**src/rtl/mpo_pkg.sv**
```systemverilog
/*
  Constants for the monitor pin output control block: register offsets,
  field positions, reset values and timing counts.
  Assumes a 50 MHz clock and an APB master with byte addresses.
*/
package mpo_pkg;
  localparam int ADDR_W = 8;
  localparam logic [7:0] OFF_CONFIG = 8'h00;
  localparam logic [7:0] OFF_MASK2 = 8'h04;
  localparam logic [7:0] OFF_PWR_SW = 8'h08;
  localparam logic [7:0] OFF_VID_FAN = 8'h0c;
  localparam logic [7:0] OFF_TREE = 8'h10;
  localparam logic [7:0] OFF_INT_STATUS = 8'h14;
  localparam logic [7:0] OFF_INT_CLEAR = 8'h18;
  localparam logic [7:0] OFF_INT_ENABLE = 8'h1c;
  localparam logic [7:0] OFF_RST_CTRL = 8'h20;

  localparam int CFG_MGMT_EN_BIT = 1;
  localparam int CFG_HOST_EN_BIT = 2;
  localparam int CFG_NMI_MODE_BIT = 5;
  localparam int MASK2_CHAIN_BIT = 6;
  localparam int MASK2_RST_EN_BIT = 7;
  localparam int PWR_SW_ON_BIT = 0;
  localparam int TREE_MODE_BIT = 0;
  localparam int RST_START_BIT = 0;
  localparam int RST_BUSY_BIT = 1;
  localparam int VID_LOW_LSB = 0;
  localparam int VID4_BIT = 4;
  localparam int FAN_DIV_LSB = 6;

  localparam logic [7:0] CONFIG_RST = 8'h00;
  localparam logic [7:0] MASK2_RST = 8'h00;
  localparam logic [1:0] FAN_DIV_RST = 2'h1;

  localparam int EV_W = 3;
  localparam int EV_CHAIN = 0;
  localparam int EV_OVERTEMP = 1;
  localparam int EV_RST_DONE = 2;

  localparam int CLK_PERIOD_NS = 20;
  localparam int RST_PULSE_MS = 20;
  localparam int RST_PULSE_CYC = (RST_PULSE_MS * 1000000 + CLK_PERIOD_NS - 1) / CLK_PERIOD_NS;
  localparam int RST_CNT_W = 20;

  localparam int SYNC_W = 11;
  localparam int SY_VID_LSB = 0;
  localparam int SY_VID4 = 4;
  localparam int SY_CHAIN_N = 5;
  localparam int SY_OVERTEMP_N = 6;
  localparam int SY_ADDR_LSB = 7;
  localparam int SY_CS_N = 10;
  // Idle levels of the synchronised pins; active-low pins rest high
  localparam logic [SYNC_W-1:0] SYNC_RST = 11'h460;

  typedef enum logic [0:0] {
    MPO_RST_IDLE = 1'b0,
    MPO_RST_PULSE = 1'b1
  } mpo_rst_e;
endpackage

```
**src/rtl/mpo_top.sv**
```systemverilog
/*
  Pin output control of a hardware monitor with an APB register slave,
  sticky event status and one level interrupt.
  Assumes pins arrive asynchronously; the board resolves open-drain
  and open-source levels from the enables.
*/
// Notes on behaviour
// - Config bit 5 selects open-source NMI mode (1) or open-drain IRQ mode (0) for the host pin.
// - The host interrupt pin is driven only while config bit 2 is 1, else released.
// - After reset the host interrupt pin is disabled and in IRQ mode.
// - The management interrupt pin drives only while config bit 1 is set; off after reset.
// - A master reset pulse holds its pin low for at least 20 ms.
// - The master reset pin works only when mask register 2 bit 7 is set.
// - The dual-use pin is the fifth voltage-ID input by default, a tree output when programmed.
// - The four low voltage-ID inputs are readable in the voltage-ID and fan-divisor register.
// - An open-drain active-low power switch output is set by software.
// - The chained input reaches the management pin only when mask bit 6 and config bit 1 allow.
`timescale 1ns/1ns
module mpo_top #(
  parameter int RST_PULSE_CYC = mpo_pkg::RST_PULSE_CYC
) (
  input wire logic MCLK,
  input wire logic RESET_N,
  input wire logic PSEL,
  input wire logic PENABLE,
  input wire logic PWRITE,
  input wire logic [7:0] PADDR,
  input wire logic [31:0] PWDATA,
  output logic [31:0] PRDATA,
  output logic PREADY,
  output logic PSLVERR,
  output logic IRQ,
  output logic HOST_INT_OUT,
  output logic HOST_INT_OE,
  output logic MGMT_INT_OE,
  output logic MASTER_RST_OE,
  output logic PWR_SW_OE,
  input wire logic VID4_IN,
  output logic VID4_OUT,
  output logic VID4_OE,
  input wire logic [3:0] VID_LOW_IN,
  input wire logic CHAIN_MGMT_INT_N,
  input wire logic BOARD_OVERTEMP_N,
  input wire logic [2:0] HOST_ADDR_LOW,
  input wire logic HOST_CS_N
);
  logic rst_s1_reg;
  logic rst_n;
  logic [mpo_pkg::SYNC_W-1:0] sy1_reg;
  logic [mpo_pkg::SYNC_W-1:0] sy_reg;
  logic [mpo_pkg::SYNC_W-1:0] sy_prev_reg;
  logic [7:0] config_reg, config_next;
  logic [7:0] mask2_reg, mask2_next;
  logic pwr_reg, pwr_next;
  logic tree_reg, tree_next;
  logic [1:0] fdiv_reg, fdiv_next;
  logic [mpo_pkg::EV_W-1:0] stat_reg, stat_next;
  logic [mpo_pkg::EV_W-1:0] ien_reg, ien_next;
  logic [31:0] prdata_reg, prdata_next;
  mpo_pkg::mpo_rst_e rst_st_reg, rst_st_next;
  logic [mpo_pkg::RST_CNT_W-1:0] cnt_reg, cnt_next;
  logic [mpo_pkg::SYNC_W-1:0] sy_in;
  logic setup, wr, hit;
  logic [31:0] rd_val;
  logic [mpo_pkg::EV_W-1:0] ev, clr;
  logic irq_lvl, mgmt_act;
  logic [mpo_pkg::RST_CNT_W-1:0] rst_hi_cnt_reg, rst_hi_cnt_next;
  localparam logic [mpo_pkg::RST_CNT_W-1:0] CNT_LAST =
    mpo_pkg::RST_CNT_W'(RST_PULSE_CYC - 1);

  // Reset release through two flops
  always_ff @(posedge MCLK or negedge RESET_N)
  begin
    if (!RESET_N)
    begin
      rst_s1_reg <= 1'b0;
      rst_n <= 1'b0;
    end
    else
    begin
      rst_s1_reg <= 1'b1;
      rst_n <= rst_s1_reg;
    end
  end

  assign sy_in = {HOST_CS_N, HOST_ADDR_LOW, BOARD_OVERTEMP_N, CHAIN_MGMT_INT_N,
                  VID4_IN, VID_LOW_IN};

  // Pin synchronisers; idle level high for active-low pins
  always_ff @(posedge MCLK or negedge rst_n)
  begin
    if (!rst_n)
    begin
      sy1_reg <= mpo_pkg::SYNC_RST;
      sy_reg <= mpo_pkg::SYNC_RST;
      sy_prev_reg <= mpo_pkg::SYNC_RST;
    end
    else
    begin
      sy1_reg <= sy_in;
      sy_reg <= sy1_reg;
      sy_prev_reg <= sy_reg;
    end
  end

  assign setup = PSEL && !PENABLE;
  assign wr = PSEL && PENABLE && PWRITE;

  always_comb
  begin
    hit = 1'b1;
    rd_val = 32'h0;
    if (PADDR == mpo_pkg::OFF_CONFIG)
      rd_val[7:0] = config_reg;
    else if (PADDR == mpo_pkg::OFF_MASK2)
      rd_val[7:0] = mask2_reg;
    else if (PADDR == mpo_pkg::OFF_PWR_SW)
      rd_val[mpo_pkg::PWR_SW_ON_BIT] = pwr_reg;
    else if (PADDR == mpo_pkg::OFF_VID_FAN)
    begin
      rd_val[mpo_pkg::VID_LOW_LSB +: 4] = sy_reg[mpo_pkg::SY_VID_LSB +: 4];
      rd_val[mpo_pkg::VID4_BIT] = sy_reg[mpo_pkg::SY_VID4] && !tree_reg;
      rd_val[mpo_pkg::FAN_DIV_LSB +: 2] = fdiv_reg;
    end
    else if (PADDR == mpo_pkg::OFF_TREE)
      rd_val[mpo_pkg::TREE_MODE_BIT] = tree_reg;
    else if (PADDR == mpo_pkg::OFF_INT_STATUS)
      rd_val[mpo_pkg::EV_W-1:0] = stat_reg;
    else if (PADDR == mpo_pkg::OFF_INT_CLEAR)
      rd_val = 32'h0;
    else if (PADDR == mpo_pkg::OFF_INT_ENABLE)
      rd_val[mpo_pkg::EV_W-1:0] = ien_reg;
    else if (PADDR == mpo_pkg::OFF_RST_CTRL)
      rd_val[mpo_pkg::RST_BUSY_BIT] = (rst_st_reg == mpo_pkg::MPO_RST_PULSE);
    else
      hit = 1'b0;
  end

  // Falling edges of the chained and overtemp inputs and pulse completion
  always_comb
  begin
    ev = '0;
    ev[mpo_pkg::EV_CHAIN] = sy_prev_reg[mpo_pkg::SY_CHAIN_N] && !sy_reg[mpo_pkg::SY_CHAIN_N];
    ev[mpo_pkg::EV_OVERTEMP] = sy_prev_reg[mpo_pkg::SY_OVERTEMP_N] &&
                               !sy_reg[mpo_pkg::SY_OVERTEMP_N];
    ev[mpo_pkg::EV_RST_DONE] = (rst_st_reg == mpo_pkg::MPO_RST_PULSE) && (cnt_reg == CNT_LAST);
    clr = (wr && PADDR == mpo_pkg::OFF_INT_CLEAR) ? PWDATA[mpo_pkg::EV_W-1:0] : '0;
  end

  always_comb
  begin
    config_next = config_reg;
    mask2_next = mask2_reg;
    pwr_next = pwr_reg;
    tree_next = tree_reg;
    fdiv_next = fdiv_reg;
    ien_next = ien_reg;
    stat_next = (stat_reg & ~clr) | ev;
    prdata_next = (setup && !PWRITE) ? rd_val : prdata_reg;
    rst_st_next = rst_st_reg;
    cnt_next = cnt_reg;
    if (wr)
    begin
      if (PADDR == mpo_pkg::OFF_CONFIG)
        config_next = PWDATA[7:0];
      else if (PADDR == mpo_pkg::OFF_MASK2)
        mask2_next = PWDATA[7:0];
      else if (PADDR == mpo_pkg::OFF_PWR_SW)
        pwr_next = PWDATA[mpo_pkg::PWR_SW_ON_BIT];
      else if (PADDR == mpo_pkg::OFF_VID_FAN)
        fdiv_next = PWDATA[mpo_pkg::FAN_DIV_LSB +: 2];
      else if (PADDR == mpo_pkg::OFF_TREE)
        tree_next = PWDATA[mpo_pkg::TREE_MODE_BIT];
      else if (PADDR == mpo_pkg::OFF_INT_ENABLE)
        ien_next = PWDATA[mpo_pkg::EV_W-1:0];
    end
    case (rst_st_reg)
      mpo_pkg::MPO_RST_IDLE:
      begin
        cnt_next = '0;
        if (wr && PADDR == mpo_pkg::OFF_RST_CTRL && PWDATA[mpo_pkg::RST_START_BIT] &&
            mask2_reg[mpo_pkg::MASK2_RST_EN_BIT])
          rst_st_next = mpo_pkg::MPO_RST_PULSE;
      end
      mpo_pkg::MPO_RST_PULSE:
      begin
        cnt_next = cnt_reg + 1'b1;
        if (cnt_reg == CNT_LAST)
        begin
          rst_st_next = mpo_pkg::MPO_RST_IDLE;
          cnt_next = '0;
        end
      end
      default:
        rst_st_next = mpo_pkg::MPO_RST_IDLE;
    endcase
  end

  always_ff @(posedge MCLK or negedge rst_n)
  begin
    if (!rst_n)
    begin
      config_reg <= mpo_pkg::CONFIG_RST;
      mask2_reg <= mpo_pkg::MASK2_RST;
      pwr_reg <= 1'b0;
      tree_reg <= 1'b0;
      fdiv_reg <= mpo_pkg::FAN_DIV_RST;
      ien_reg <= '0;
      stat_reg <= '0;
      prdata_reg <= 32'h0;
      rst_st_reg <= mpo_pkg::MPO_RST_IDLE;
      cnt_reg <= '0;
    end
    else
    begin
      config_reg <= config_next;
      mask2_reg <= mask2_next;
      pwr_reg <= pwr_next;
      tree_reg <= tree_next;
      fdiv_reg <= fdiv_next;
      ien_reg <= ien_next;
      stat_reg <= stat_next;
      prdata_reg <= prdata_next;
      rst_st_reg <= rst_st_next;
      cnt_reg <= cnt_next;
    end
  end

  assign irq_lvl = |(stat_reg & ien_reg);
  assign mgmt_act = !sy_reg[mpo_pkg::SY_CHAIN_N] && mask2_reg[mpo_pkg::MASK2_CHAIN_BIT];

  assign PRDATA = prdata_reg;
  assign PREADY = 1'b1;
  assign PSLVERR = PSEL && PENABLE && !hit;
  assign IRQ = irq_lvl;
  assign HOST_INT_OUT = config_reg[mpo_pkg::CFG_NMI_MODE_BIT];
  assign HOST_INT_OE = irq_lvl && config_reg[mpo_pkg::CFG_HOST_EN_BIT];
  assign MGMT_INT_OE = mgmt_act && config_reg[mpo_pkg::CFG_MGMT_EN_BIT];
  assign MASTER_RST_OE = (rst_st_reg == mpo_pkg::MPO_RST_PULSE);
  assign PWR_SW_OE = pwr_reg;
  // Tree output is the NAND of the other synchronised inputs
  assign VID4_OUT = ~&{sy_reg[mpo_pkg::SY_CS_N:mpo_pkg::SY_CHAIN_N],
                       sy_reg[mpo_pkg::SY_VID_LSB +: 4]};
  assign VID4_OE = tree_reg;

  // Cycles the reset pin has been held, for the width check
  always_comb
  begin
    rst_hi_cnt_next = '0;
    if (MASTER_RST_OE)
      rst_hi_cnt_next = rst_hi_cnt_reg + 1'b1;
  end

  always_ff @(posedge MCLK or negedge rst_n)
  begin
    if (!rst_n)
      rst_hi_cnt_reg <= '0;
    else
      rst_hi_cnt_reg <= rst_hi_cnt_next;
  end
endmodule // mpo_top

```
**config.mk**
```make
export PLATFORM = sky130hd
export DESIGN_NAME = mpo_top
export DESIGN_NICKNAME = d
export VERILOG_FILES = /design/src/rtl/mpo_pkg.sv /design/src/rtl/mpo_top.sv
export SDC_FILE = /design/constraint.sdc
export NUM_CORES = 1
export LEC_CHECK = 0
export BUFFER_PORTS_ARGS = -buffer_cell sky130_fd_sc_hd__buf_4
export CAP_MARGIN = 20
export CORE_AREA = 8 8 88 105
export DETAILED_ROUTE_END_ITERATION = 16
export DIE_AREA = 0 0 96 113
export PLACE_DENSITY = 0.82
export SLEW_MARGIN = 20
export SYNTH_ARGS = -nofsm -noshare
export SYNTH_HDL_FRONTEND = slang
export SYNTH_SLANG_ARGS = --single-unit
```
**constraint.sdc**
```tcl
create_clock -name MCLK -period 3.46 [get_ports MCLK]
set_input_delay 0.692 -clock MCLK [delete_from_list [all_inputs] [get_ports MCLK]]
set_output_delay 0.692 -clock MCLK [all_outputs]
set_load 0.03 [all_outputs]
```
==> run summary, run 1 <==
Insertion delay to the later sink of the worst-skew pair = 350 ps
Dpl hpwl = 5920 µm
Vias/cell = 5.39
Seq/Total Area, Yosys = 0.555
Critical path buffers and inverters = 2
RSZ-0062 raised after global routing = false
# H-tree levels = 3
Nets = 441
Routed WL per cell = 16.6 µm
Starting Density = 0.485
Postcts setup bufs = 0
ANT nets after route = 0
Hold crit path type = in -> async
Site row count = 35
Final Hold Viols = 0
Combined area of the multi-input logic cells = 0.00147 mm²
CP peak stage delay = 520 ps
ANT cells = 0
Cell Chain, Critical Path = buf_4, nor4_1, and2_1, a2111oi_1, buf_4
CP Class = in -> out
Asr flop ratio synth = 1.00
Seq cells post-synth = 81
CTS resizes = 0
Number of global-route vias before repair = 2,657
WP data required = 2770 ps
Final core utilization = 0.559
Filler Cells Inserted = 653
CTS clk-pin slew, worst paths = 70 ps
IO Port Bufs = 48
Outcome = finished clean
Final Hold Slack = 107 ps
Bufs on Longest Clock Path = 2
Detailed Routing Iterations Pass 1 = 4
Warnings, synthesis = 0
Final setup violation count = 0
Top delay family on crit path = simple AND/OR/NAND/NOR gates
Die W = 96 µm
Crit. End Element = output port
Initial DRC Count = 110
R2R setup slack = 1400 ps
Period utilization = 0.761
Area share of the largest cell type after synthesis = 0.491
FMAX = 0.380 GHz
Die Span Y = 113 µm
Syn avg cell area = 11.1 µm²
Layout cells sized above 1 = 0.288
CTS hold repair buffers = 0
Syn Inst Count = 330
Crit path launch type = input pin
Max_cap viols = 0
Die area = 0.0108 mm²
Gpl congestion = 0.925
Rel. slew slack = 0.452
Initial antenna violation count = 0
Via count = 2,594
Root Driver = clkbuf_8
Total negative slack = 0 ps
Slew @ Worst Pin = 822 ps
Most used DFF post-synth = dfrtp_1
LEAKAGE = 1.92 nW
Synthesized cell area = 0.00367 mm²
CP most frequent cell = buf_4
Slew Limit Fails = 0
Final wirelength = 7970 µm
Pwr Density = 424 mW/mm²
Top Ports = 98
Crit-path max FO = 25
Worst path slowest cell = nor4_1
Post-synth EDFFs = 0
Final Critical Period = 2630 ps
Register area = 0.00204 mm²
Largest area contributor in the netlist = dfrtp_1
Top post-synthesis cells by area = dfrtp_1 (49%), mux2_2 (7.4%), dfstp_2 (6.4%)
Grt ovf = 0
Max reg flops = 20
Critical path arrival = 1940 ps
Clock sinks = 81
Remaining DRCs = 0
Peak supply drop = 0.000271 V
Cts bufs inserted = 9
Area grow syn2layout = 15.4%
First-pass GRT wire length = 12,700 µm
CTS tree = done
Post-synth cell types = 52
Total power = 1.80 mW
GR Util All Layers = 0.152
Largest net degree at the start of global routing = 39
Core footprint = 0.00758 mm²
Final setup skew = 10.4 ps
worst reg2reg max path: stages, from the launching register on:
cell     delay (ps)
dfrtp_1         380
ha_1            210
nand3_1         170
or4_4           610
or3_2           470
a21oi_1         150
final timing paths:
path / cells past startpoint / endpoint / from
worst max-delay path: 5 / PSLVERR / PADDR[3]
worst min-delay path: 1 / rst_n / RESET_N
min in group MCLK: 0 / sy_reg[9] / sy1_reg[9]
max in group asynchronous: 1 / fdiv_reg[0] / rst_n
worst min register to register: 0 / sy_reg[9] / sy1_reg[9]
worst max register to register: 5 / cnt_reg[16] / cnt_reg[0]
cell type report:
type,count,share of cell area
clock buffer,13,0.0351
tap,92,0.0272
timing repair buffer,52,0.0921
multi-input combinational,232,0.348
sequential,81,0.481
inverter,8,0.00709
clock inverter,3,0.00945
layout by cell type, fill, tap and decap left out, types with 8 or more instances in the layout:
cell      instances
dfrtp_1          71
buf_4            52
nand2_1          29
nor2_1           27
conb_1           26
mux2_2           24
o21ai_0          11
clkbuf_8         10
nor3_1            9
xnor2_1           9
dfstp_2           9
nand3_1           8
inv_1             8
metrics by stage:
stage | std cells | setup WS (ps) | cell area [µm²]
after floorplan | 354 | 363 | 3760
after global placement | 465 | 887 | 4050
after detailed placement | 465 | 867 | 4050
after CTS | 481 | 868 | 4240
after global routing | 481 | 782 | 4240
final | 481 | 827 | 4240
logic make-up after synthesis:
logic type,after synthesis,synth area share
AOI/OAI and AO/OA,40,0.0729
other,2,0.00205
xor gates and xnor gates,12,0.0286
adders and majority gates,1,0.00341
and+or+nand+nor,124,0.182
muxes,29,0.0873
buffers and inverters,41,0.0682
DFF,81,0.555
metal layers:
metal / GRT usage / vias up / part of all wire
li1: - / 1226 / -
met1: 0.182 / 1268 / 0.40
met2: 0.244 / 83 / 0.50
met3: 0.0305 / 17 / 0.073
met4: 0.0894 / 0 / 0.027
met5: 0 / - / 0
cells in the mapped netlist (all sizes together), types with 2 or more instances:
cell	n
buf	27
o31ai	3
or4	5
and3	6
nand2	29
nand4	7
o2bb2ai	2
mux2	24
and2	5
a31oi	5
o21ai	11
a22oi	2
dfstp	9
or3b	3
nor4	5
clkbuf	6
or3	7
nor2	27
conb	2
mux2i	5
xnor2	9
dfrtp	72
o22ai	2
nor3b	3
nand3	10
xor2	3
inv	8
nor4b	2
nor3	9
a21oi	6
a22o	4
power breakdown:
part | internal [mW] | switching [mW] | total [mW]
Combinational | 0.0449 | 0.0916 | 0.136
Sequential | 0.972 | 0.0189 | 0.991
Clock | 0.352 | 0.318 | 0.669
Total | 1.37 | 0.428 | 1.80
(Power assumes the default switching activity.)
==> run 2: changes to the inputs <==
--- a/config.mk
+++ b/config.mk
@@ -7,10 +7,10 @@
 export LEC_CHECK = 0
 export BUFFER_PORTS_ARGS = -buffer_cell sky130_fd_sc_hd__buf_4
 export CAP_MARGIN = 20
-export CORE_AREA = 8 8 88 105
+export CORE_AREA = 8 8 90 108
 export DETAILED_ROUTE_END_ITERATION = 16
-export DIE_AREA = 0 0 96 113
-export PLACE_DENSITY = 0.82
+export DIE_AREA = 0 0 98 116
+export PLACE_DENSITY = 0.81
 export SLEW_MARGIN = 20
 export SYNTH_ARGS = -nofsm -noshare
 export SYNTH_HDL_FRONTEND = slang
==> constraint.sdc (replaced) <==
create_clock -name MCLK -period 2.4 [get_ports MCLK]
set_input_delay 0.48 -clock MCLK [delete_from_list [all_inputs] [get_ports MCLK]]
set_output_delay 0.48 -clock MCLK [all_outputs]
set_load 0.03 [all_outputs]
==> run 2 against run 1 <==
  * First-iteration DRC count is 29% higher
  * Clock power up 27%
  * Largest cell class unchanged
  * Sequential power rose by 43%
  * Highest routed layer unchanged
  * Via count rose by 0.39%
  * Worst setup slack worse by 540 ps
  * Global-route usage down 0.77 points
  * Clock-buffer cell count is 1 lower
==> run summary, run 2 (synthesis gave the netlist of run 1 again) <==
Pwr Density = 579 mW/mm²
Final Hold Slack = 233 ps
Crit-path max FO = 6
Nets = 447
Setup slack at placement = 279 ps
Crit path launch type = input pin
RSZ-0062 raised after global routing = false
Final core utilization = 0.537
Starting Density = 0.460
Final wirelength = 7830 µm
Final worst slack = 283 ps
Placed Cells = 473
Die area = 0.0114 mm²
Largest net degree at the start of global routing = 80
CP peak stage delay = 400 ps
Outcome = finished clean
FMAX = 0.472 GHz
Detailed Routing Iterations Pass 1 = 4
Remaining DRCs = 0
Dpl hpwl = 5880 µm
CTS tree = done
Hold crit path type = in -> reg
ANT cells = 0
Site row count = 36
ANT nets after route = 0
Gpl congestion = 0.910
Initial antenna violation count = 0
Max reg flops = 20
Layout cells sized above 1 = 0.299
Slew Limit Fails = 0
CP most frequent cell = buf_4
IO Port Bufs = 48
R2R setup slack = 320 ps
Final setup violation count = 0
Cell Chain, Critical Path = buf_4, nor4_1, nand2_1, nor2_1, a2111oi_2, buf_4
Clock sinks = 81
Top Ports = 98
Crit. End Element = output port
LEAKAGE = 1.94 nW
# H-tree levels = 3
Total negative slack = 0 ps
GR Util All Layers = 0.144
First-pass GRT wire length = 12,900 µm
Period utilization = 0.882
Core footprint = 0.00797 mm²
Cts bufs inserted = 9
Critical path arrival = 1640 ps
WP data required = 1920 ps
Final setup skew = 9.60 ps
Filler Cells Inserted = 717
CP Class = in -> out
Commonest cells after routing, fill and taps aside = dfrtp_1 (71), buf_4 (56), nand2_1 (29)
Final Critical Period = 2120 ps
CTS clk-pin slew, worst paths = 80 ps
Worst path slowest cell = nor4_1
Max_cap viols = 0
Routed WL per cell = 16.0 µm
Commonest non-fill, non-tap cell in the layout = dfrtp_1
Initial DRC Count = 142
Peak supply drop = 0.000491 V
Number of global-route vias before repair = 2,629
Bufs on Longest Clock Path = 2
Via count = 2,604
Final Hold Viols = 0
Insertion delay to the later sink of the worst-skew pair = 350 ps
Layout Cells excl Fill = 490
Grt ovf = 0
Die W = 98 µm
Root Driver = clkbuf_8
Area grow syn2layout = 16.7%
Vias/cell = 5.31
Die Span Y = 116 µm
-- run 2: final cells by class --
class	count	area [µm²]	share of cell area
Sequential cell	81	2040	0.476
Multi-Input combinational cell	232	1480	0.345
Timing Repair Buffer	58	450	0.105
Clock buffer	12	135	0.0316
Tap cell	95	119	0.0278
Clock inverter	4	30.0	0.00701
Inverter	8	30.0	0.00701
-- run 2: report_power, final --
| group | internal [mW] | switching [mW] |
|---|---|---|
| Clock | 0.379 | 0.472 |
| Sequential | 1.40 | 0.0154 |
| Combinational | 0.0699 | 0.144 |
| Total | 1.85 | 0.631 |
-- run 2: path summary, 6_finish.rpt --
check,startpoint,end,cells after the start
setup / recovery,PADDR[5],PSLVERR,6
hold reg to reg,rst_n,config_reg[3],1
hold / removal,VID4_IN,sy1_reg[4],1
setup reg to reg,cnt_reg[0],cnt_reg[18],5
min in group asynchronous,rst_n,config_reg[3],1
max in group asynchronous,rst_n,sy_prev_reg[5],1
-- run 2: stage by stage --
| step | instance area (µm²) | total power [mW] |
|---|---|---|
| after floorplan | 3770 | 1.60 |
| after CTS | 4280 | 2.51 |
| after global placement | 4110 | 1.65 |
| after global routing | 4280 | 2.59 |
| after detailed placement | 4110 | 1.66 |
| final | 4280 | 2.48 |
-- run 2: timing repair --
item,CTS,global route
hold buffers,1,0
buffers inserted,0,0
endpoints found under the hold margin,2,0
gates resized for setup,0,0
endpoints found under the setup margin,0,0
-- run 2: critical path, delay by kind of cell --
family,cells,cell delay [ps]
compound gates,1,70
buf+inv,2,310
simple gates,3,770
-- run 2: routing by layer --
layer | global-route usage | wire (µm) | vias up
li1 | - | - | 1236
met1 | 0.168 | 3330 | 1280
met2 | 0.236 | 3860 | 77
met3 | 0.0481 | 514 | 11
met4 | 0.0688 | 121 | 0
met5 | 0 | 0 | -
==> run 3: changes to the inputs <==
==> config.mk (replaced) <==
export PLATFORM = sky130hd
export DESIGN_NAME = mpo_top
export DESIGN_NICKNAME = d
export VERILOG_FILES = /design/src/rtl/mpo_pkg.sv /design/src/rtl/mpo_top.sv
export SDC_FILE = /design/constraint.sdc
export NUM_CORES = 1
export LEC_CHECK = 0
export CAP_MARGIN = 20
export CELL_PAD_IN_SITES_DETAIL_PLACEMENT = 0
export CELL_PAD_IN_SITES_GLOBAL_PLACEMENT = 1
export CORE_AREA = 8 8 93 112
export DETAILED_ROUTE_END_ITERATION = 16
export DIE_AREA = 0 0 101 120
export DONT_BUFFER_PORTS = 1
export PLACE_DENSITY = 0.8
export SLEW_MARGIN = 20
export SYNTH_ARGS = -nofsm -noshare
export SYNTH_HDL_FRONTEND = slang
export SYNTH_SLANG_ARGS = --single-unit
==> run 3 against run 2 <==
  * Core utilization decreased by 8.3 points
  * Final area decreased by 7.2%
  * Worst hold slack got worse by 120 ps
  * Via count decreased by 6.6%
  * Non-clock buffer count decreased by 47
  * Critical path type is now reg -> reg
  * Largest power group unchanged
  * Highest routed layer unchanged
==> run summary, run 3 (synthesis gave the netlist of run 1 again) <==
Outcome = finished clean
First-pass GRT wire length = 13,000 µm
Max_cap viols = 0
Site row count = 38
Placed Cells = 451
CTS resizes = 0
CP Class = reg -> reg
Layout cells sized above 1 = 0.210
Crit path launch type = register
Highest metal used = met4
Net Sw Frac = 0.263
Period utilization = 0.879
Sw power = 0.649 mW
Hold path depth = 0
CTS hold repair buffers = 1
Final Hold Viols = 0
Worst path slowest cell = or4_4
Starting Density = 0.420
Die Span Y = 120 µm
Cts bufs inserted = 9
CTS tree = done
Commonest cells after routing, fill and taps aside = dfrtp_1 (71), nand2_1 (29), nor2_1 (27)
Worst reg2reg startpoint = cnt_reg[0]
CP peak stage delay = 610 ps
M1 wire length = 3330 µm
Die area = 0.0121 mm²
Insertion delay to the later sink of the worst-skew pair = 360 ps
RSZ-0062 raised after global routing = false
R2R setup slack = 290 ps
Final Critical Period = 2110 ps
Worst r2r dst = cnt_reg[18]
Detailed Routing Iterations Pass 1 = 4
Rel. slew slack = 0.659
Max reg flops = 20
Internal = 1.82 mW
Die W = 101 µm
Cell Chain, Critical Path = ha_1, nand3_1, or4_4, or4_1, a21oi_1
Number of global-route vias before repair = 2,472
Initial DRC Count = 148
Hold-critical path endpoint = sy1_reg[5]
Routed WL per cell = 16.6 µm
Clk network pwr share = 0.368
Worst R2R Path Depth = 5
Top delay family on crit path = simple AND/OR/NAND/NOR gates
Slew @ Worst Pin = 512 ps
Final wirelength = 7750 µm
Sequential power share = 0.581
Root Driver = clkbuf_8
Core footprint = 0.00875 mm²
Hold crit path type = in -> reg
WP data required = 2680 ps
Postcts setup bufs = 0
Commonest non-fill, non-tap cell in the layout = dfrtp_1
Critical path arrival = 2390 ps
Crit. End Element = register
Met2 wire length = 3620 µm
Final setup violation count = 0
Bufs on Longest Clock Path = 2
Final setup skew = 12.8 ps
LEAKAGE = 1.71 nW
Clock sinks = 81
Total negative slack = 0 ps
Area grow syn2layout = 8.32%
Comb pwr share = 0.051
Grt ovf = 0
Crit-path max FO = 6
ANT cells = 0
Design area = 0.00398 mm²
Via count = 2,432
Vias/cell = 5.20
Gpl congestion = 0.915
Critical path buffers and inverters = 0
Remaining DRCs = 0
IO Port Bufs = 0
GR Util All Layers = 0.137
Largest net degree at the start of global routing = 49
CTS clk-pin slew, worst paths = 80 ps
Layout Cells excl Fill = 468
Startpoint of the worst hold path = CHAIN_MGMT_INT_N
Nets = 400
Initial antenna violation count = 0
Pwr Density = 621 mW/mm²
ANT nets after route = 0
Top Ports = 98
Post-DP Area = 0.00379 mm²
DR WL met3 = 691 µm
Slew Limit Fails = 0
Peak supply drop = 0.000395 V
FMAX = 0.474 GHz
# H-tree levels = 3
Final core utilization = 0.455
Dpl hpwl = 5730 µm
run 3: changes by cell type in the layout (fill, tap and decap cells not counted), sizes merged:
cell | previous run | this run
buf | 57 | 10
clkbuf | 12 | 10
clkinv | 3 | 1
clkinvlp | 1 | 2
inv | 8 | 11
run 3: worst register-to-register path, stage by stage, from the launching register on:
cell and delay, ps:
dfrtp_1 400, ha_1 210, nand3_1 190, or4_4 610, or4_1 480, a21oi_1 160
run 3: worst max-delay path by stage:
stage | from | endpoint | slack [ps] | cells past startpoint
6_report | cnt_reg[0] | cnt_reg[18] | 290 | 5
5_1_grt | cnt_reg[0] | cnt_reg[18] | 180 | 5
4_1_cts | cnt_reg[0] | cnt_reg[18] | 280 | 5
3_5_place_dp | cnt_reg[0] | cnt_reg[18] | 300 | 5
3_3_place_gp | cnt_reg[0] | cnt_reg[18] | 340 | 5
2_1_floorplan | PADDR[2] | PSLVERR | 140 | 5
run 3: layer usage:
layer | vias up | GRT usage
met5 | - | 0
met4 | 0 | 0.0542
met3 | 10 | 0.0475
met2 | 93 | 0.205
met1 | 1182 | 0.175
li1 | 1147 | -
run 3: power groups by stage:
stage                     Clock (mW)  Combinational [mW]  Sequential (mW)
after floorplan                    0               0.132             1.46
after global placement             0               0.122             1.46
after detailed placement           0               0.123             1.46
after CTS                      0.946               0.125             1.44
after global routing            1.01               0.138             1.44
final                          0.909               0.126             1.43
run 3: area by class of cell:
type | instances | area, µm²
Clock buffer | 10 | 128
Clock inverter | 6 | 50.0
Fill cell | 842 | 4770
Inverter | 8 | 30.0
Multi-Input combinational cell | 232 | 1480
Sequential cell | 81 | 2040
Tap cell | 120 | 150
Timing Repair Buffer | 11 | 97.6
run 3: per-stage QoR:
| step | hold WS (ps) | power (mW) | setup WS (ps) |
|---|---|---|---|
| CTS | 91.5 | 2.51 | 277 |
| global route | 74.6 | 2.58 | 184 |
| floorplan | 184 | 1.60 | 139 |
| global placement | 184 | 1.58 | 344 |
| finish | 117 | 2.47 | 291 |
| detailed placement | 184 | 1.59 | 296 |
